## src/hw/disk_cmd_pkg.sv

```systemverilog
// Overview of operation
// - Alert output is active whenever any of the four fault or status conditions holds.
// - Write conflict sets when selected with read gate and write gate both active.
// - Write conflict clears only on loading function 0101, modifier 0000 into word high.
// - Parity source is serial input while receiving, word high top bit while sending.
// - Accumulator toggles per one bit; inverted result flags even-count commands bad.
// - A command passing parity raises the interrupt to the microcontroller.
// - When sending, the accumulator output is the parity bit after both bytes.
// - Accumulator advances only on the shift strobe: request while selected.
// - Accumulator clears when the interrupt is raised or a link abort is detected.
// - Link abort sets when the drive selection drops while transfer-in-progress is set, before all seventeen bits moved.
// - Transfer-in-progress sets after first bit in, clears after seventeenth bit.
// - Link abort flag is a clocked register cleared by a fault clear signal.
// - External status change enters through a buffered input into the alert logic.
// - Fault register: parity bit 0, link abort bit 4, write conflict bit 7.
// - Two address lines select word high, word low, fault flags or done trigger.
// - Both data registers capture the command shifted in from the serial input.
// - Request-data answers shift word high top bit out, then the generated parity.
// - Command done asserts once all seventeen outgoing response bits are transferred.
// - Writing all zeros to the done trigger register asserts command done.
// - Done trigger is write-only, fault flags read-only; readback mux holds three registers.
// - Controller requests when a bit is valid; device acknowledges once it took it.
// - Each command is seventeen serial bits: sixteen data bits plus one parity bit.
// - Device is selected only when drive select code equals its strapped drive number.
package disk_cmd_pkg;
	localparam logic [1:0] ADDR_WORD_HIGH  = 2'h0;
	localparam logic [1:0] ADDR_WORD_LOW   = 2'h1;
	localparam logic [1:0] ADDR_FAULTS     = 2'h2;
	localparam logic [1:0] ADDR_DONE_TRIG  = 2'h3;
	localparam int         FAULT_PARITY    = 0;
	localparam int         FAULT_ABORT     = 4;
	localparam int         FAULT_CONFLICT  = 7;
	localparam logic [3:0] FUNC_CONTROL    = 4'h5;
	localparam logic [3:0] MOD_RESET_ATTN  = 4'h0;
	localparam logic [3:0] FUNC_REQ_STATUS = 4'h2;
	localparam logic [3:0] FUNC_REQ_CONFIG = 4'h3;
	localparam logic [4:0] DATA_BITS       = 5'h10;
	localparam logic [4:0] LAST_BIT_INDEX  = 5'h10;
	localparam logic [4:0] COUNT_ZERO      = 5'h00;
	localparam logic [7:0] BYTE_ZERO       = 8'h00;
	localparam int         WORD_BITS       = 16;
	localparam int         FIFO_DEPTH      = 4;

	typedef struct packed {
		logic [7:0] high;
		logic [7:0] low;
	} cmd_word_s;

	typedef enum logic [2:0] {
		LINK_IDLE = 3'b001,
		LINK_RECV = 3'b010,
		LINK_SEND = 3'b100
	} link_state_e;

	function automatic logic [3:0] funcCode(input logic [7:0] high);
		funcCode = high[7:4];
	endfunction

	function automatic logic isRequestData(input logic [7:0] high);
		isRequestData = (funcCode(high) == FUNC_REQ_STATUS) || (funcCode(high) == FUNC_REQ_CONFIG);
	endfunction
endpackage

```

## src/hw/disk_serial_command_error_unit.sv

```systemverilog
`timescale 1ns/1ps
// ****************************************
// command word fifo
// ****************************************
module cmd_word_fifo #(
	parameter int WIDTH = 16,
	parameter int DEPTH = 4
) (
	input  wire logic             clock,
	input  wire logic             arst_n,
	input  wire logic             inValid,
	output logic                  inReady,
	input  wire logic [WIDTH-1:0] inData,
	output logic                  outValid,
	input  wire logic             outReady,
	output logic      [WIDTH-1:0] outData
);
	localparam int PW = $clog2(DEPTH);
	logic [WIDTH-1:0] mem [DEPTH];
	logic [PW:0]      wrPtr;
	logic [PW:0]      rdPtr;
	logic             full;
	logic             empty;

	// depth must be a power of two for the wrap bit to work
	assign empty    = (wrPtr == rdPtr);
	assign full     = (wrPtr[PW] != rdPtr[PW]) && (wrPtr[PW-1:0] == rdPtr[PW-1:0]);
	assign inReady  = !full;
	assign outValid = !empty;
	assign outData  = mem[rdPtr[PW-1:0]];

	always_ff @(posedge clock) begin
		if (inValid && !full) begin
			mem[wrPtr[PW-1:0]] <= inData;
		end
	end

	always_ff @(posedge clock or negedge arst_n) begin
		if (!arst_n) begin
			wrPtr <= '0;
			rdPtr <= '0;
		end else begin
			if (inValid && !full) begin
				wrPtr <= wrPtr + 1'b1;
			end
			if (outReady && !empty) begin
				rdPtr <= rdPtr + 1'b1;
			end
		end
	end
endmodule

// ****************************************
// serial command and fault unit
// ****************************************
module disk_serial_command_error_unit
	import disk_cmd_pkg::*;
(
	input  wire logic       clock,
	input  wire logic       arst_n,
	input  wire logic [2:0] driveSelect,
	input  wire logic [2:0] driveStrap,
	input  wire logic       bitValidReq,
	input  wire logic       serialCommandIn,
	input  wire logic       readGateFromHost,
	input  wire logic       writeGateFromHost,
	input  wire logic       externalStatusInput,
	input  wire logic       faultClear,
	input  wire logic [1:0] regAddr,
	input  wire logic       readStrobe,
	input  wire logic       writeStrobe,
	input  wire logic [7:0] writeData,
	output logic      [7:0] readData,
	output logic            bitTakenAck,
	output logic            statusDataOut,
	output logic            alertToHost,
	output logic            commandDone,
	output logic            cmdInterrupt
);
	link_state_e state;
	cmd_word_s   fifoIn;
	cmd_word_s   fifoOut;
	logic [7:0]  commandWordHigh;
	logic [7:0]  commandWordLow;
	logic [15:0] rxWord;
	logic [4:0]  bitCount;
	logic        driveChosen;
	logic        prevChosen;
	logic        shiftStrobe;
	logic        sending;
	logic        lastBit;
	logic        frameEnd;
	logic        paritySourceMux;
	logic        parityAccumulator;
	logic        parityAccumClear;
	logic        rxGood;
	logic        parityBad;
	logic        linkAbortFault;
	logic        abortDetect;
	logic        writeConflictFault;
	logic        externalStatusChange;
	logic        transferInProgress;
	logic        txArmed;
	logic        requestPending;
	logic        fifoInValid;
	logic        fifoInReady;
	logic        fifoOutValid;
	logic        fifoOutReady;
	logic        pop;
	logic        rxStall;
	logic [7:0]  faultFlags;

	// ****************************************
	// selection and link handshake
	// ****************************************
	assign driveChosen = (driveSelect == driveStrap);
	assign sending     = (state == LINK_SEND) || ((state == LINK_IDLE) && txArmed);
	// a full fifo holds off receive frames so no command is dropped
	assign rxStall     = !sending && !fifoInReady;
	assign shiftStrobe = bitValidReq && driveChosen && !bitTakenAck && !rxStall;
	assign lastBit     = (bitCount == LAST_BIT_INDEX);
	assign frameEnd    = shiftStrobe && lastBit;
	assign transferInProgress = (state != LINK_IDLE);
	// losing the selection mid frame ends the frame early
	assign abortDetect = transferInProgress && prevChosen && !driveChosen;

	always_ff @(posedge clock or negedge arst_n) begin
		if (!arst_n) begin
			bitTakenAck <= 1'b0;
		end else if (shiftStrobe) begin
			bitTakenAck <= 1'b1;
		end else if (!bitValidReq) begin
			bitTakenAck <= 1'b0;
		end
	end

	always_ff @(posedge clock or negedge arst_n) begin
		if (!arst_n) begin
			prevChosen <= 1'b0;
		end else begin
			prevChosen <= driveChosen;
		end
	end

	always_ff @(posedge clock or negedge arst_n) begin
		if (!arst_n) begin
			state <= LINK_IDLE;
		end else begin
			unique case (state)
				LINK_IDLE: begin
					if (shiftStrobe) begin
						state <= txArmed ? LINK_SEND : LINK_RECV;
					end
				end
				LINK_RECV, LINK_SEND: begin
					if (abortDetect || frameEnd) begin
						state <= LINK_IDLE;
					end
				end
			endcase
		end
	end

	always_ff @(posedge clock or negedge arst_n) begin
		if (!arst_n) begin
			bitCount <= COUNT_ZERO;
		end else if (abortDetect || frameEnd) begin
			bitCount <= COUNT_ZERO;
		end else if (shiftStrobe) begin
			bitCount <= bitCount + 5'h01;
		end
	end

	always_ff @(posedge clock or negedge arst_n) begin
		if (!arst_n) begin
			rxWord <= 16'h0000;
		end else if (shiftStrobe && !sending && (bitCount < DATA_BITS)) begin
			rxWord <= {rxWord[14:0], serialCommandIn};
		end
	end

	// ****************************************
	// parity checker and generator
	// ****************************************
	assign paritySourceMux  = sending ? commandWordHigh[7] : serialCommandIn;
	// the raise of the interrupt only happens between frames, so it never cuts one
	assign parityAccumClear = pop || abortDetect || frameEnd;
	assign rxGood           = parityAccumulator ^ serialCommandIn;

	always_ff @(posedge clock or negedge arst_n) begin
		if (!arst_n) begin
			parityAccumulator <= 1'b0;
		end else if (parityAccumClear) begin
			parityAccumulator <= 1'b0;
		end else if (shiftStrobe) begin
			parityAccumulator <= parityAccumulator ^ paritySourceMux;
		end
	end

	always_ff @(posedge clock or negedge arst_n) begin
		if (!arst_n) begin
			parityBad <= 1'b0;
		end else if (frameEnd && !sending && !rxGood) begin
			parityBad <= 1'b1;
		end else if (faultClear) begin
			parityBad <= 1'b0;
		end
	end

	// ****************************************
	// faults and alert
	// ****************************************
	always_ff @(posedge clock or negedge arst_n) begin
		if (!arst_n) begin
			linkAbortFault <= 1'b0;
		end else if (abortDetect) begin
			linkAbortFault <= 1'b1;
		end else if (faultClear) begin
			linkAbortFault <= 1'b0;
		end
	end

	always_ff @(posedge clock or negedge arst_n) begin
		if (!arst_n) begin
			writeConflictFault <= 1'b0;
		end else if (driveChosen && readGateFromHost && writeGateFromHost) begin
			writeConflictFault <= 1'b1;
		end else if (pop && (funcCode(fifoOut.high) == FUNC_CONTROL)
				&& (fifoOut.high[3:0] == MOD_RESET_ATTN)) begin
			writeConflictFault <= 1'b0;
		end
	end

	always_ff @(posedge clock or negedge arst_n) begin
		if (!arst_n) begin
			externalStatusChange <= 1'b0;
		end else begin
			externalStatusChange <= externalStatusInput;
		end
	end

	assign alertToHost = writeConflictFault || parityBad || linkAbortFault
		|| externalStatusChange;

	always_comb begin
		faultFlags                 = BYTE_ZERO;
		faultFlags[FAULT_PARITY]   = parityBad;
		faultFlags[FAULT_ABORT]    = linkAbortFault;
		faultFlags[FAULT_CONFLICT] = writeConflictFault;
	end

	// ****************************************
	// command buffer
	// ****************************************
	assign fifoInValid  = frameEnd && !sending && rxGood;
	assign fifoIn       = rxWord;
	// next command only loads between frames and after the last was read
	assign fifoOutReady = !cmdInterrupt && (state == LINK_IDLE) && !txArmed && !shiftStrobe;
	assign pop          = fifoOutReady && fifoOutValid;

	cmd_word_fifo #(
		.WIDTH(WORD_BITS),
		.DEPTH(FIFO_DEPTH)
	) commandBuffer (
		.clock   (clock),
		.arst_n  (arst_n),
		.inValid (fifoInValid),
		.inReady (fifoInReady),
		.inData  (fifoIn),
		.outValid(fifoOutValid),
		.outReady(fifoOutReady),
		.outData (fifoOut)
	);

	always_ff @(posedge clock or negedge arst_n) begin
		if (!arst_n) begin
			cmdInterrupt <= 1'b0;
		end else if (pop) begin
			cmdInterrupt <= 1'b1;
		end else if (readStrobe && (regAddr == ADDR_WORD_LOW)) begin
			cmdInterrupt <= 1'b0;
		end
	end

	// ****************************************
	// data registers and transmit
	// ****************************************
	always_ff @(posedge clock or negedge arst_n) begin
		if (!arst_n) begin
			commandWordHigh <= BYTE_ZERO;
			commandWordLow  <= BYTE_ZERO;
		end else if (shiftStrobe && sending) begin
			commandWordHigh <= {commandWordHigh[6:0], commandWordLow[7]};
			commandWordLow  <= {commandWordLow[6:0], 1'b0};
		end else if (pop) begin
			commandWordHigh <= fifoOut.high;
			commandWordLow  <= fifoOut.low;
		end else if (writeStrobe && (regAddr == ADDR_WORD_HIGH)) begin
			commandWordHigh <= writeData;
		end else if (writeStrobe && (regAddr == ADDR_WORD_LOW)) begin
			commandWordLow <= writeData;
		end
	end

	always_ff @(posedge clock or negedge arst_n) begin
		if (!arst_n) begin
			requestPending <= 1'b0;
		end else if (pop) begin
			requestPending <= isRequestData(fifoOut.high);
		end else if (writeStrobe && (regAddr == ADDR_WORD_LOW)) begin
			requestPending <= 1'b0;
		end
	end

	always_ff @(posedge clock or negedge arst_n) begin
		if (!arst_n) begin
			txArmed <= 1'b0;
		end else if (writeStrobe && (regAddr == ADDR_WORD_LOW) && requestPending) begin
			txArmed <= 1'b1;
		end else if (shiftStrobe) begin
			txArmed <= 1'b0;
		end
	end

	always_ff @(posedge clock or negedge arst_n) begin
		if (!arst_n) begin
			statusDataOut <= 1'b0;
		end else if (shiftStrobe && sending) begin
			statusDataOut <= lastBit ? parityAccumulator : commandWordHigh[7];
		end
	end

	always_ff @(posedge clock or negedge arst_n) begin
		if (!arst_n) begin
			commandDone <= 1'b0;
		end else if (frameEnd && sending) begin
			commandDone <= 1'b1;
		end else if (writeStrobe && (regAddr == ADDR_DONE_TRIG) && (writeData == BYTE_ZERO)) begin
			commandDone <= 1'b1;
		end else if (shiftStrobe && (state == LINK_IDLE)) begin
			commandDone <= 1'b0;
		end
	end

	// ****************************************
	// register readback
	// ****************************************
	always_ff @(posedge clock or negedge arst_n) begin
		if (!arst_n) begin
			readData <= BYTE_ZERO;
		end else if (readStrobe) begin
			unique case (regAddr)
				ADDR_WORD_HIGH: readData <= commandWordHigh;
				ADDR_WORD_LOW:  readData <= commandWordLow;
				ADDR_FAULTS:    readData <= faultFlags;
				ADDR_DONE_TRIG: readData <= BYTE_ZERO;
			endcase
		end
	end
endmodule

```

## config.mk

```make
export PLATFORM = sky130hd
export DESIGN_NAME = disk_serial_command_error_unit
export DESIGN_NICKNAME = d
export VERILOG_FILES = /design/src/hw/disk_cmd_pkg.sv /design/src/hw/disk_serial_command_error_unit.sv
export SDC_FILE = /design/constraint.sdc
export NUM_CORES = 1
export LEC_CHECK = 0
export BUFFER_PORTS_ARGS = -buffer_cell sky130_fd_sc_hd__buf_2
export CORE_MARGIN = 1
export CORE_UTILIZATION = 40
export CTS_BUF_LIST = sky130_fd_sc_hd__clkbuf_16
export CTS_CLUSTER_DIAMETER = 80
export DETAILED_ROUTE_END_ITERATION = 6
export PLACE_DENSITY_LB_ADDON = 0.2
export SLEW_MARGIN = 20
export SYNTH_ARGS = -nofsm -noshare
export SYNTH_HDL_FRONTEND = slang
export SYNTH_SLANG_ARGS = --single-unit
```

## constraint.sdc

```tcl
create_clock -name clock -period 2.7 [get_ports clock]
set_input_delay 0.135 -clock clock [delete_from_list [all_inputs] [get_ports clock]]
set_output_delay 0.135 -clock clock [all_outputs]
set_load 0.01 [all_outputs]
```

==> out/metrics.yaml <==
grt_first_pass_wirelength_mm: 19.6
async_flop_share: 0.508
vias_per_cell: 5.33
run_status: "completed"
ys_seq_elements: 130
postCtsResizedCells: 0
hold_viol_final: 0
clkLatencyLatePin_ns: 0.42
drt_wl_total_mm: 12.0
start_util: 0.413
critical_path_arrival_ns: 2.48
clk_pin_slew_ns: 0.05
dp_hpwl_mm: 7.97
diodes: 0
io_buffers: 38
cts.sinks: 130
hold_class: "in2reg"
synth_fp_nets: 447
ios: 39
die_width_um: 122
setup-tns-final_ns: 0
yosysUniqueCellTypes: 55
fin_crit_sh: 0.806
die_h_um: 122
grt_pass1_vias: 3707
syn_inst: 414
final-max-slew-violation-count: 0
critPathKind: "reg2reg"
fin_hold_ws_ns: 0.0500
critPathLaunchType: "flop"
maxCapViolCount: 0
rsz0062_at_grt: "false"
pre_cts_slack_ns: 0.567
endpoint_kind: "flop"
pwr_density_cell_mw_per_mm2: 868
placeableCoreArea_sq_mm: 0.0139
critical_path_required_ns: 3.00
grt_max_degree: 67
root_buffer: "clkbuf_16"
worst_pin_slew_ns: 0.629
antenna_found_initial: 0
fillers: 1209
ys_warn_count: 0
placed_area_sq_mm: 0.00616
drt-pass1-iter-count: 4
fp.dieArea_sq_mm: 0.0149
timing.slew.headroom: 0.580
gp_congestion: 0.803
cts_buffer_depth: 2
cts_tree: "done"
ant_nets: 0
peakVddDrop_mv: 0.533
cts_buffers: 17
drive_gt1_frac: 0.272
drc: 0
leakage_uw: 0.00276
clock_skew_ns: 0.00866
final_util: 0.487
period_needed_ns: 2.18
ys.flop_type: "dfrtp_1"
fmax_mhz: 459
layout.nets: 505
rows: 43
overflow: 0
grt.total_usage: 0.181
crit_fanout: 19
syn_area_per_cell_sq_um: 13.9
netlist_area_sq_mm: 0.00576
drtIter0Drc: 195
final_area_sq_mm: 0.00678
ys_seq_area_frac: 0.621
htreeDepth: 4
layout_setup_ws_ns: 0.523
finalSetupViolCount: 0
syn2layout_area_growth_pct: 17.8
drt-wirelength-per-cell_um: 18.0
route.vias.total: 3544
synth_edf_count: 64
-- Yosys cell counts, drive strengths merged (3+ instances only) --
library cell / number / area share
nor4: 3 / 0.0059
ha: 7 / 0.015
nand2: 35 / 0.023
nand2b: 3 / 0.0046
nand3: 10 / 0.0096
xor2: 3 / 0.0046
inv: 17 / 0.011
clkbuf: 5 / 0.0035
mux4: 16 / 0.063
a211oi: 13 / 0.017
nor4b: 3 / 0.0046
and3: 7 / 0.0076
and2: 5 / 0.0054
o41ai: 3 / 0.0059
buf: 15 / 0.021
xnor2: 13 / 0.022
edfxtp: 64 / 0.33
mux2i: 11 / 0.019
mux2: 17 / 0.033
o21ai: 34 / 0.031
a21oi: 8 / 0.0089
dfrtp: 65 / 0.28
a31oi: 3 / 0.0033
o22ai: 5 / 0.0054
nor2: 21 / 0.017
nor2b: 8 / 0.0087
-- layout by cell type (no fill, tap or decap), types with 4 or more instances in the layout --
master,instances
and3_1,7
dlygate4sd3_1,6
buf_4,14
mux2i_1,11
ha_1,7
a21oi_1,7
inv_6,5
o21ai_1,9
nand3_1,9
buf_2,38
dfrtp_1,65
nor2b_1,8
a211oi_1,13
and2_1,4
nand2_1,34
o21ai_0,23
clkbuf_16,17
edfxtp_1,64
o22ai_1,5
inv_1,18
mux2_2,17
mux4_2,16
xnor2_1,11
nor2_1,20
-- critical path, stage by stage (launching register included) --
cell      delay, ns
dfstp_2        0.63
nand2b_1       0.18
a21oi_4        0.12
o21a_1         0.36
nor2_8         0.33
nand3_1        0.20
a32o_1         0.24
-- through the flow --
step	cells	total power, uW
finish	665	5880
global route	665	6190
CTS	665	5940
detailed placement	627	3770
global placement	627	3740
floorplan	414	3430
-- state kept, by name (all words and copies together), names as in the netlist --
| signal | count |
|---|---|
| commandDone | 1 |
| bitTakenAck | 1 |
| commandBuffer.mem | 64 |
| commandWordLow | 8 |
| cmdInterrupt | 1 |
| linkAbortFault | 1 |
| fifoIn | 16 |
| parityAccumulator | 1 |
| requestPending | 1 |
| txArmed | 1 |
| state | 3 |
| externalStatusChange | 1 |
| bitCount | 5 |
| prevChosen | 1 |
| writeConflictFault | 1 |
| commandBuffer.rdPtr | 3 |
| commandBuffer.wrPtr | 3 |
| commandWordHigh | 8 |
| parityBad | 1 |
| readData | 8 |
| statusDataOut | 1 |
-- what timing repair did --
item | 4_1_cts | 5_1_grt
hold endpoints to repair | 69 | 0
hold buffers | 6 | 0
buffers inserted | 0 | 0
-- kinds of logic (layout without fill, tap and decap cells) --
logic type,count (synthesis),after routing,share of synthesized area
AOI/OAI and AO/OA,75,75,0.0867
buffers and inverters,37,108,0.0352
muxes,44,44,0.115
and+or+nand+nor,105,105,0.100
xor gates and xnor gates,16,16,0.0270
adders and majority gates,7,7,0.0152
DFF,130,130,0.621
-- layer usage --
metal / global-route usage / routed length, um / vias up
li1: - / - / 1650
met1: 0.234 / 5570 / 1801
met2: 0.287 / 5750 / 81
met3: 0.0463 / 467 / 12
met4: 0.0756 / 191 / 0
met5: 0 / 0 / -
-- path summary, 6_finish.rpt --
| kind | from | end | slack, ns | cells after the start |
|---|---|---|---|---|
| setup / recovery | state[0] | writeConflictFault | 0.52 | 6 |
| hold / removal | serialCommandIn | fifoIn[0] | 0.05 | 2 |
| setup reg to reg | state[0] | writeConflictFault | 0.52 | 6 |
| hold reg to reg | commandBuffer.wrPtr[2] | commandBuffer.wrPtr[2] | 0.50 | 1 |
| max in group asynchronous | arst_n | state[0] | 2.10 | 3 |
| min in group asynchronous | arst_n | state[1] | 0.25 | 3 |
-- layout make-up --
type,instances,area [sq um],area share
Sequential cell,130,3570,0.527
Multi-Input combinational cell,247,1980,0.292
Clock buffer,17,425,0.0627
Timing Repair Buffer,59,375,0.0554
Tap cell,180,225,0.0332
Clock inverter,15,136,0.0201
Inverter,17,63.8,0.00941
-- power by group --
group / switching (uW) / internal, uW
combinational: 544 / 544
clock: 879 / 1270
sequential: 273 / 2370
Note: power is estimated with default switching activity, not from simulation.
